**src/logic/pmc_pkg.sv**
```systemverilog
// Constants, types and helpers shared by the power mode and clock controller
package pmc_pkg;

	// ****************************************
	// Register bus
	// ****************************************
	localparam int ADDR_W = 3;
	localparam int DATA_W = 8;

	localparam logic [2:0] OFS_PWR_CTRL  = 3'h0;   // power_control_reg
	localparam logic [2:0] OFS_FOSC_CTRL = 3'h1;   // fast_osc_control_reg
	localparam logic [2:0] OFS_REGL_CTRL = 3'h2;   // regulator_control_reg
	localparam logic [2:0] OFS_CLK_SEL   = 3'h3;   // clock source and divider
	localparam logic [2:0] OFS_PERIPH_EN = 3'h4;   // peripheral clock gates
	localparam logic [2:0] OFS_STATUS    = 3'h5;   // current mode, read only

	// Field positions
	localparam int PWR_IDLE_BIT  = 0;
	localparam int PWR_STOP_BIT  = 1;
	localparam int FOSC_SUSP_BIT = 0;
	localparam int FOSC_PDIV_BIT = 1;
	localparam int REGL_DEEP_BIT = 0;
	localparam int REGL_5V_BIT   = 1;
	localparam int CLK_SRC_LSB   = 0;
	localparam int CLK_DIV_LSB   = 4;

	// Writable bits of each register
	localparam logic [7:0] PWR_MASK  = 8'h03;
	localparam logic [7:0] FOSC_MASK = 8'h03;
	localparam logic [7:0] REGL_MASK = 8'h03;
	localparam logic [7:0] CLK_MASK  = 8'h33;

	// Values after reset: fast oscillator, divide by 4 then by 8
	localparam logic [7:0] PWR_RST    = 8'h00;
	localparam logic [7:0] FOSC_RST   = 8'h02;
	localparam logic [7:0] REGL_RST   = 8'h00;
	localparam logic [7:0] CLK_RST    = 8'h30;
	localparam logic [7:0] PERIPH_RST = 8'hFF;
	localparam logic [5:0] RATIO_RST  = 6'h20;

	// Clock sources and dividers
	localparam logic [1:0] SRC_FAST = 2'h0;        // fast_internal_osc, 48 MHz
	localparam logic [1:0] SRC_SLOW = 2'h1;        // slow_internal_osc, 80 kHz
	localparam logic [1:0] SRC_EXT  = 2'h2;        // external_clock_input
	localparam int FAST_OSC_KHZ = 48000;
	localparam int SLOW_OSC_KHZ = 80;
	localparam int PRE_DIV      = 4;

	// First address executed after any reset
	localparam logic [15:0] PC_START = 16'h0000;

	// ****************************************
	// Types
	// ****************************************
	typedef enum logic [2:0] {
		PMC_NORMAL   = 3'b000,
		PMC_IDLE     = 3'b001,
		PMC_SUSPEND  = 3'b010,
		PMC_STOP     = 3'b011,
		PMC_SHUTDOWN = 3'b100,
		PMC_RESET    = 3'b101
	} pmc_mode_t;

	// Total division from oscillator to system clock: prescale, then 1/2/4/8
	function automatic logic [5:0] div_ratio(input logic pdiv, input logic [1:0] sel);
		logic [5:0] base;
		base = pdiv ? 6'(PRE_DIV) : 6'h01;
		return 6'(base << sel);
	endfunction

endpackage

```
**src/logic/pmc_top.sv**
```systemverilog
// Power mode sequencer, peripheral clock gating and system clock control
//
// Functional notes
// - Normal mode clocks core and gated-on peripherals
// - Idle bit halts core; any interrupt resumes
// - Suspend stops all clocks; USB activity resumes
// - Stop bit cuts power; any reset exits
// - Shutdown keeps 5V regulator; pin/POR exit
// - Reset clock is fast oscillator /4 /8
// - Divider offers ratios 1, 2, 4, 8
// - Source is fast, slow or external clock
// - Unused peripheral clocks are gated off
// - Leaving reset restarts program at 0x0000
`timescale 1ns/100ps
module pmc_top (
	input  wire logic       clk_sys,
	input  wire logic       srst,
	input  wire logic [2:0] reg_addr,
	input  wire logic [7:0] reg_wdata,
	input  wire logic       reg_wr,
	input  wire logic       reg_rd,
	output logic      [7:0] reg_rdata,
	input  wire logic       irq_pending,
	input  wire logic       usb_activity,
	input  wire logic       ext_reset_pin_n,
	input  wire logic       por_event,
	input  wire logic       other_reset,
	output logic            core_clk_en,
	output logic      [7:0] periph_clk_en,
	output logic            power_nets_on,
	output logic            reg5v_on,
	output logic            pin_hold,
	output logic            core_reset,
	output logic            pc_restart,
	output logic     [15:0] pc_start_addr,
	output logic      [1:0] system_clock_src,
	output logic      [5:0] system_clock_ratio,
	output logic            sys_tick
);

	// ****************************************
	// Declarations
	// ****************************************
	pmc_pkg::pmc_mode_t state;
	pmc_pkg::pmc_mode_t next_state;
	logic [7:0] power_control_reg;
	logic [7:0] fast_osc_control_reg;
	logic [7:0] regulator_control_reg;
	logic [7:0] clk_sel;
	logic [7:0] periph_gate;
	logic       usb_s1, usb_s2;
	logic       pin_s1, pin_s2;
	logic       pin_rst;
	logic       rst_wake;
	logic       wr_ok;
	logic       idle_exit;
	logic       susp_exit;

	// ****************************************
	// Pin synchronisers and wake decode
	// ****************************************

	// Two flops on each pin input
	always_ff @(posedge clk_sys)
	begin
		if (srst)
		begin
			usb_s1 <= 1'b0;
			usb_s2 <= 1'b0;
			pin_s1 <= 1'b1;
			pin_s2 <= 1'b1;
		end
		else
		begin
			usb_s1 <= usb_activity;
			usb_s2 <= usb_s1;
			pin_s1 <= ext_reset_pin_n;
			pin_s2 <= pin_s1;
		end
	end

	// Shutdown listens only to the pin and power-on reset
	assign pin_rst  = !pin_s2;
	assign rst_wake = (state == pmc_pkg::PMC_SHUTDOWN) ? (por_event || pin_rst)
	                : (por_event || pin_rst || other_reset);

	assign idle_exit = (state == pmc_pkg::PMC_IDLE) && irq_pending && !rst_wake;
	assign susp_exit = (state == pmc_pkg::PMC_SUSPEND) && usb_s2 && !rst_wake;
	assign wr_ok     = reg_wr && (state != pmc_pkg::PMC_RESET);

	// ****************************************
	// Mode sequencer
	// ****************************************

	// Next mode from requests, wake events and resets
	always_comb
	begin
		next_state = state;
		unique case (state)
			pmc_pkg::PMC_NORMAL:
			begin
				if (rst_wake)
					next_state = pmc_pkg::PMC_RESET;
				else if (power_control_reg[pmc_pkg::PWR_STOP_BIT])
					next_state = regulator_control_reg[pmc_pkg::REGL_DEEP_BIT]
					           ? pmc_pkg::PMC_SHUTDOWN : pmc_pkg::PMC_STOP;
				else if (power_control_reg[pmc_pkg::PWR_IDLE_BIT])
					next_state = pmc_pkg::PMC_IDLE;
				else if (fast_osc_control_reg[pmc_pkg::FOSC_SUSP_BIT])
					next_state = pmc_pkg::PMC_SUSPEND;
			end
			pmc_pkg::PMC_IDLE:
			begin
				if (rst_wake)
					next_state = pmc_pkg::PMC_RESET;
				else if (irq_pending)
					next_state = pmc_pkg::PMC_NORMAL;
			end
			pmc_pkg::PMC_SUSPEND:
			begin
				if (rst_wake)
					next_state = pmc_pkg::PMC_RESET;
				else if (usb_s2)
					next_state = pmc_pkg::PMC_NORMAL;
			end
			pmc_pkg::PMC_STOP, pmc_pkg::PMC_SHUTDOWN:
			begin
				if (rst_wake)
					next_state = pmc_pkg::PMC_RESET;
			end
			pmc_pkg::PMC_RESET:
			begin
				if (!rst_wake)
					next_state = pmc_pkg::PMC_NORMAL;
			end
			default:
				next_state = pmc_pkg::PMC_RESET;
		endcase
	end

	// Mode register
	always_ff @(posedge clk_sys)
	begin
		if (srst)
			state <= pmc_pkg::PMC_RESET;
		else
			state <= next_state;
	end

	// ****************************************
	// Registers
	// ****************************************

	// Power control: idle clears on wake, stop clears through reset
	always_ff @(posedge clk_sys)
	begin
		if (srst || state == pmc_pkg::PMC_RESET)
			power_control_reg <= pmc_pkg::PWR_RST;
		else if (wr_ok && reg_addr == pmc_pkg::OFS_PWR_CTRL)
			power_control_reg <= reg_wdata & pmc_pkg::PWR_MASK;
		else if (idle_exit)
			power_control_reg[pmc_pkg::PWR_IDLE_BIT] <= 1'b0;
	end

	// Fast oscillator control: suspend clears on wake
	always_ff @(posedge clk_sys)
	begin
		if (srst || state == pmc_pkg::PMC_RESET)
			fast_osc_control_reg <= pmc_pkg::FOSC_RST;
		else if (wr_ok && reg_addr == pmc_pkg::OFS_FOSC_CTRL)
			fast_osc_control_reg <= reg_wdata & pmc_pkg::FOSC_MASK;
		else if (susp_exit)
			fast_osc_control_reg[pmc_pkg::FOSC_SUSP_BIT] <= 1'b0;
	end

	// Regulator, clock select and peripheral gate registers
	always_ff @(posedge clk_sys)
	begin
		if (srst || state == pmc_pkg::PMC_RESET)
		begin
			regulator_control_reg <= pmc_pkg::REGL_RST;
			clk_sel               <= pmc_pkg::CLK_RST;
			periph_gate           <= pmc_pkg::PERIPH_RST;
		end
		else if (wr_ok)
		begin
			if (reg_addr == pmc_pkg::OFS_REGL_CTRL)
				regulator_control_reg <= reg_wdata & pmc_pkg::REGL_MASK;
			if (reg_addr == pmc_pkg::OFS_CLK_SEL)
				clk_sel <= reg_wdata & pmc_pkg::CLK_MASK;
			if (reg_addr == pmc_pkg::OFS_PERIPH_EN)
				periph_gate <= reg_wdata;
		end
	end

	// Read data stand in the cycle after the strobe only
	always_ff @(posedge clk_sys)
	begin
		if (srst || !reg_rd)
			reg_rdata <= 8'h00;
		else
		begin
			unique case (reg_addr)
				pmc_pkg::OFS_PWR_CTRL:  reg_rdata <= power_control_reg;
				pmc_pkg::OFS_FOSC_CTRL: reg_rdata <= fast_osc_control_reg;
				pmc_pkg::OFS_REGL_CTRL: reg_rdata <= regulator_control_reg;
				pmc_pkg::OFS_CLK_SEL:   reg_rdata <= clk_sel;
				pmc_pkg::OFS_PERIPH_EN: reg_rdata <= periph_gate;
				pmc_pkg::OFS_STATUS:    reg_rdata <= {5'h00, state};
				default:                reg_rdata <= 8'h00;
			endcase
		end
	end

	// ****************************************
	// Clock, power and pin controls
	// ****************************************

	// Core runs only in Normal; peripherals also in Idle, per gate
	assign core_clk_en   = (state == pmc_pkg::PMC_NORMAL);
	assign periph_clk_en = (state == pmc_pkg::PMC_NORMAL || state == pmc_pkg::PMC_IDLE)
	                     ? periph_gate : 8'h00;
	assign pin_hold      = (state == pmc_pkg::PMC_STOP || state == pmc_pkg::PMC_SHUTDOWN);
	assign power_nets_on = !pin_hold;
	assign reg5v_on      = regulator_control_reg[pmc_pkg::REGL_5V_BIT];
	assign core_reset    = (state == pmc_pkg::PMC_RESET);
	assign pc_restart    = core_reset && !rst_wake;
	assign pc_start_addr = pmc_pkg::PC_START;

	// Source and divider; no ticks while high-frequency clocks stop
	pmc_clk_sel u_clk_sel (
		.clk_sys      (clk_sys),
		.srst         (srst),
		.run          (core_clk_en || state == pmc_pkg::PMC_IDLE),
		.src_sel      (clk_sel[pmc_pkg::CLK_SRC_LSB +: 2]),
		.pdiv_en      (fast_osc_control_reg[pmc_pkg::FOSC_PDIV_BIT]),
		.div_sel      (clk_sel[pmc_pkg::CLK_DIV_LSB +: 2]),
		.system_clock_src   (system_clock_src),
		.system_clock_ratio (system_clock_ratio),
		.sys_tick     (sys_tick)
	);
endmodule

```
**src/logic/pmc_clk_sel.sv**
```systemverilog
// System clock source selection and divider tick generator
`timescale 1ns/100ps
module pmc_clk_sel (
	input  wire logic       clk_sys,
	input  wire logic       srst,
	input  wire logic       run,
	input  wire logic [1:0] src_sel,
	input  wire logic       pdiv_en,
	input  wire logic [1:0] div_sel,
	output logic      [1:0] system_clock_src,
	output logic      [5:0] system_clock_ratio,
	output logic            sys_tick
);

	logic [5:0] cnt;

	// Registered source and total ratio
	always_ff @(posedge clk_sys)
	begin
		if (srst)
		begin
			system_clock_src   <= pmc_pkg::SRC_FAST;
			system_clock_ratio <= pmc_pkg::RATIO_RST;
		end
		else
		begin
			system_clock_src   <= src_sel;
			system_clock_ratio <= pmc_pkg::div_ratio(pdiv_en, div_sel);
		end
	end

	// One tick per divided period; stops while clocks are halted
	always_ff @(posedge clk_sys)
	begin
		if (srst || !run)
		begin
			cnt      <= 6'h00;
			sys_tick <= 1'b0;
		end
		else if (cnt >= system_clock_ratio - 6'h01)
		begin
			cnt      <= 6'h00;
			sys_tick <= 1'b1;
		end
		else
		begin
			cnt      <= cnt + 6'h01;
			sys_tick <= 1'b0;
		end
	end

endmodule

```
**config.mk**
```make
export PLATFORM = sky130hd
export DESIGN_NAME = pmc_top
export DESIGN_NICKNAME = d
export VERILOG_FILES = /design/src/logic/pmc_pkg.sv /design/src/logic/pmc_top.sv /design/src/logic/pmc_clk_sel.sv
export SDC_FILE = /design/constraint.sdc
export NUM_CORES = 1
export LEC_CHECK = 0
export ABC_AREA = 0
export BUFFER_PORTS_ARGS = -buffer_cell sky130_fd_sc_hd__clkbuf_2
export CAP_MARGIN = 20
export CELL_PAD_IN_SITES_DETAIL_PLACEMENT = 1
export CELL_PAD_IN_SITES_GLOBAL_PLACEMENT = 1
export CORE_UTILIZATION = 35
export DETAILED_ROUTE_END_ITERATION = 16
export PLACE_DENSITY_LB_ADDON = 0.12
export SYNTH_ARGS = -nofsm -noshare
export SYNTH_HDL_FRONTEND = slang
export SYNTH_HIERARCHICAL = 1
export SYNTH_SLANG_ARGS = --single-unit
```
**constraint.sdc**
```tcl
create_clock -name clk_sys -period 1.9 [get_ports clk_sys]
set_clock_uncertainty 0.15 [all_clocks]
set_input_delay 0.285 -clock clk_sys [delete_from_list [all_inputs] [get_ports clk_sys]]
set_output_delay 0.285 -clock clk_sys [all_outputs]
set_load 0.005 [all_outputs]
```
---- Word level (Yosys, flattened, before mapping) ----
Cells that the tools add are included.
cells by class
  equality and inequality tests ........... 16
  add/sub/neg operators ................... 2
  multiplexer cells ....................... 21
  shift-type cells ........................ 1
  reduce and logical (&&, ||, !) cells .... 30
  $lt $le $gt $ge ......................... 1
operators by type and width
  operator                                                number
  case mux 8 bit (6 select lines)                         1
  two-way mux 3 bit                                       12
  case mux 3 bit (5 select lines)                         1
  == test 3 x 2 -> 1 bit (second input constant)          4
  == test 3 bit (second input constant)                   4
  inequality test 3 bit (second input constant)           3
  logical AND 1 bit                                       8
  two-way mux 8 bit                                       1
  logical OR 1 bit                                        7
  adder 6 x 1 -> 6 bit (second input constant)            1
  == test 3 x 1 -> 1 bit (second input constant)          2
  >= comparator 6 bit                                     1
  zero test 3 bit                                         2
  two-way mux 1 bit                                       6
  AND reduction 2 bit                                     3
  left shift 6 x 2 -> 6 bit                               1
  subtractor 6 x 1 -> 6 bit (second input constant)       1
  zero test 1 bit                                         5
  inequality test 5 x 1 -> 1 bit (second input constant)  1
  AND reduction 5 bit                                     1
  inequality test 2 bit (second input constant)           2
  nonzero test 2 bit                                      2
  OR reduction 2 bit                                      2
word-level totals
  bits in registers ....................... 48
  output and inout port bits .............. 47
  word-level logic and storage cells ...... 88
  bits of input ports ..................... 20

---- Longest topological paths before layout ----
  depth in word-level cells ............... 8
  depth in mapped cells ................... 9
  depth with buffers taken out ............ 9

---- By module ----
Netlist, hierarchy kept.
by module, submodules not included
  module       area an instance (sq um)  cells each  times used
  pmc_top      1674.1                    186         1
  pmc_clk_sel  683.2                     72          1

---- Worst setup path after synthesis ----
OpenSTA, ideal clock, no wires.
  kind .................................... register -> register
  start point ............................. register u_clk_sel.system_clock_ratio[2]
  end point ............................... register u_clk_sel.cnt[2]
  stages on the path, launching flop included .. 9
  arrival ................................. 1746 ps
  slack ................................... -124 ps
  library setup time ...................... 128 ps
  buffers on the path ..................... 0
  period minus slack after synthesis ...... 2024 ps
  path through ............................ dfxtp_1 or3_4 nor3_2 xnor2_1 ha_1 nand2_1 o2111a_1 o21ai_1 nor2_1
between the ends
  cells in the longest elaborated chain, start to end .. 3
RTL lines
  item                          RTL line           source
  start, declared               pmc_clk_sel.sv:11  output logic [5:0] system_clock_ratio,
  start signal, assigned        pmc_clk_sel.sv:23  system_clock_ratio <= pmc_pkg::RATIO_RST;
  start signal, assigned        pmc_clk_sel.sv:28  system_clock_ratio <= pmc_pkg::div_ratio(pdiv_en, div_sel);
  subtractor 6 x 1 -> 6 bit     pmc_clk_sel.sv:40  else if (cnt >= system_clock_ratio - 6'h01)
  >= comparator 6 bit           pmc_clk_sel.sv:40
  OR reduction 2 bit (no line)  -
  end signal, assigned          pmc_clk_sel.sv:47  cnt <= cnt + 6'h01;
  end, declared                 pmc_clk_sel.sv:15  logic [5:0] cnt;
Every way passes these cells.
A chain may end at the register's enable or synchronous reset.

---- Final worst setup path ----
  start point ............................. register u_clk_sel.system_clock_ratio[1]
  end point ............................... register u_clk_sel.cnt[3]
The elaborated chain is that of the path after synthesis.

==> impl_results.md <==
* Fill cell count at 773
* Hold Crit Class: in -> reg
* Depth of the CTS H-tree at 2
* Final Setup Violations at 7
* CTS Root Cell: clkbuf_8
* CP Class: reg -> reg
* Design Power at 2.748 mW
* Async S/R FF share, synth at 0
* Hold slack final at between 0.04 and 0.05 ns
* Routed Antenna Nets at 0
* Pin count of the biggest net entering global routing at 16
* # nets final at approximately 360
* P_int at approximately 1.8 mW
* Clock group share of total power at 0.232
* Final period util at 1.097
* Core Region at ~6400 um2
* Yosys top cell area share at 0.4076
* Routed vias at 1,990
* Dominant synthesized flop cell: dfxtp_1
* Clk buf depth at 2
* Initial Utilization at 0.3670
* Routed WL per cell at 14.06 um
* R2R Setup Slk at -0.19 ns
* Leak Pwr at 1.351 nW
* Non-Filler Instances at around 410
* DP HPWL at about 4500 um
* RSZ-0062 raised after global routing: yes
* GP Congestion at roughly 0.78
* Flop pwr share at 0.403
* Top post-synthesis cells by area: dfxtp_1, mux2i_1, buf_4, nor2_1, ha_1
* Die width at 84.07 um
* Port bufs at 50
* Commonest non-fill, non-tap cell in the layout: clkbuf_2
* Vias in the first global route at approximately 2,000
* CP max FO at 6
* TritonCTS clock tree: yes
* First-pass iteration count of the detailed router at 10
* First-pass GRT wire length at 9501 um
* Final hold vios at 0
* Power Density at just over 900 nW/um2
* Clock Pin Slew Worst Setup and Hold Paths at 0.09 ns
* Area Growth Syn to Fin at 27.81%
* Most frequent cells in the layout: clkbuf_2, dfxtp_1, nor2_1
* Num rows at 29
* ANT cells at 0
* Status: complete, but fails checks
* Gate Count Post-Synth at 258
* CTS Buf Count at 5
* Yosys warning total at 6
* Clk_lat worst skew at 0.30 ns
* Sequential share of the synthesized area at 0.4076
* Max capacitance violation total at 0
* Sw Share at 0.3270
* WP data required at roughly 1.9 ns
* Initial antenna violation count at 0
* Overflow after GRT at 0
* Footprint of the multi-input gates at 1321 um2
* Peak supply drop at roughly 0.38 mV
* GRT Overall Usage at 0.1699
* Avg Inst Size Synth at 9.137 um2
* I/O pin cnt at 67
* Min Clock Period, post-route at 2.085 ns
* Worst EP arrival at 2.12 ns
* Regs by FF count: periph_gate (8), reg_rdata (8)
* Drc violations at 8
* Share of cells above drive strength 1 at 0.3323
* Sequential Area at 969.7 um2
* CP Capture Type: flop
* Area leader, netlist: dfxtp_1
* Fin util at 0.4691
* Final max-slew violation count at 0
* Die Ht at 84.07 um
* Failing checks: design-rule violations, negative setup slack
* Post-synth EDFFs at 0
* Die area at 7067 um2
* Max Clk Rate at 479.6 MHz
* Post-placement cell count at 402
* Synthesized area at approximately 2400 um2
* Yosys cell types at 46
* Fin worst setup slack at -0.1852 ns
* Crit path launch type: flop
* Drt initial violations at 57
* WL final at 5821 um
* Combinational share of power at 0.365
* Register bit total from synthesis at 48
* Num Clock Sinks at 48
* Psw at 898.3 uW
* Drt via density at 4.807
## cell families after synthesis
| group | after synthesis | synth area share |
|---|---|---|
| flops | 48 | 0.4076 |
| mux | 23 | 0.1040 |
| buf+inv | 35 | 0.09076 |
| fa+ha+maj | 8 | 0.04246 |
| xor+xnor | 9 | 0.03344 |
| compound gates | 27 | 0.07961 |
| other cells | 1 | 0.001591 |
| simple gates | 107 | 0.2404 |
## repair_timing
action / in CTS / in global routing
setup endpoints to repair: 20 / 19
buffers inserted: 1 / 2
hold endpoints to repair: 1 / 0
hold buffers: 1 / 0
pin swaps: 2 / 4
resized for setup: 8 / 9
## power groups by stage
stage          combinational [mW]  clock, mW  sequential, mW
3_3_place_gp                0.833          0            1.12
4_1_cts                     0.906      0.665            1.10
2_1_floorplan               0.501          0            1.09
3_5_place_dp                0.848          0            1.12
6_report                     1.00      0.637            1.11
5_1_grt                      1.09      0.711            1.11
## layout make-up
type	instances	share of cell area
clock buffers	6	0.02741
repair buffers	79	0.1603
well taps	77	0.03198
flip-flops and latches	48	0.3218
inverters	12	0.01495
clock inverters	2	0.004983
multi-input cells	190	0.4385
## final timing paths
kind                                                            startpoint  cells after the start                           to
worst max-delay path            u_clk_sel/system_clock_ratio[1]$_SDFF_PP0_                      8  u_clk_sel/cnt[3]$_SDFF_PP0_
worst min-delay path                                          usb_activity                      2            usb_s1$_SDFF_PP0_
worst min register to register                           pin_s1$_SDFF_PP1_                      1            pin_s2$_SDFF_PP1_
worst max register to register  u_clk_sel/system_clock_ratio[1]$_SDFF_PP0_                      8  u_clk_sel/cnt[3]$_SDFF_PP0_
## cell usage after synthesis, types with 2 or more instances
| master | instances |
|---|---|
| nor3b_1 | 2 |
| buf_6 | 3 |
| nor3_1 | 8 |
| xnor2_1 | 5 |
| nand2_1 | 22 |
| a22oi_1 | 2 |
| nor2b_1 | 5 |
| nand4_1 | 2 |
| a21oi_1 | 9 |
| and2_1 | 11 |
| dfxtp_1 | 48 |
| nand3b_1 | 4 |
| nand3_1 | 6 |
| xor2_1 | 4 |
| inv_1 | 12 |
| clkbuf_1 | 4 |
| or2_2 | 2 |
| nor2_1 | 29 |
| mux2i_1 | 20 |
| and3_1 | 2 |
| nor4_1 | 2 |
| mux2_2 | 2 |
| ha_1 | 8 |
| o21ai_1 | 2 |
| buf_4 | 16 |
| o21ai_0 | 5 |
| nand2b_1 | 4 |
## worst max-delay path: stages (launching register included)
cell and delay, ns:
dfxtp_2 0.33, or3_4 0.40, nor3_4 0.12, xnor2_1 0.08, ha_1 0.33, nand2_1 0.09
o2111a_1 0.27, o21ai_2 0.11, nor2_1 0.08
## metal layers
layer / GRT usage / vias to the layer above / share of wire
li1: - / 1002 / -
met5: 0 / - / 0
met3: 0.03165 / 5 / 0.039
met2: 0.3018 / 46 / 0.51
met1: 0.2108 / 937 / 0.44
met4: 0.04232 / 0 / 0.011
## metrics by stage
step           setup WS [ns]  cell area (um2)  setup TNS (ns)
3_3_place_gp         -0.1049             2789         -0.6576
2_1_floorplan       -0.05775             2424         -0.3314
4_1_cts              -0.2118             2942          -1.334
3_5_place_dp         -0.1883             2789          -1.202
6_report             -0.1852             3013          -1.165
5_1_grt              -0.2680             3013          -2.119
(Power assumes the default switching activity.)
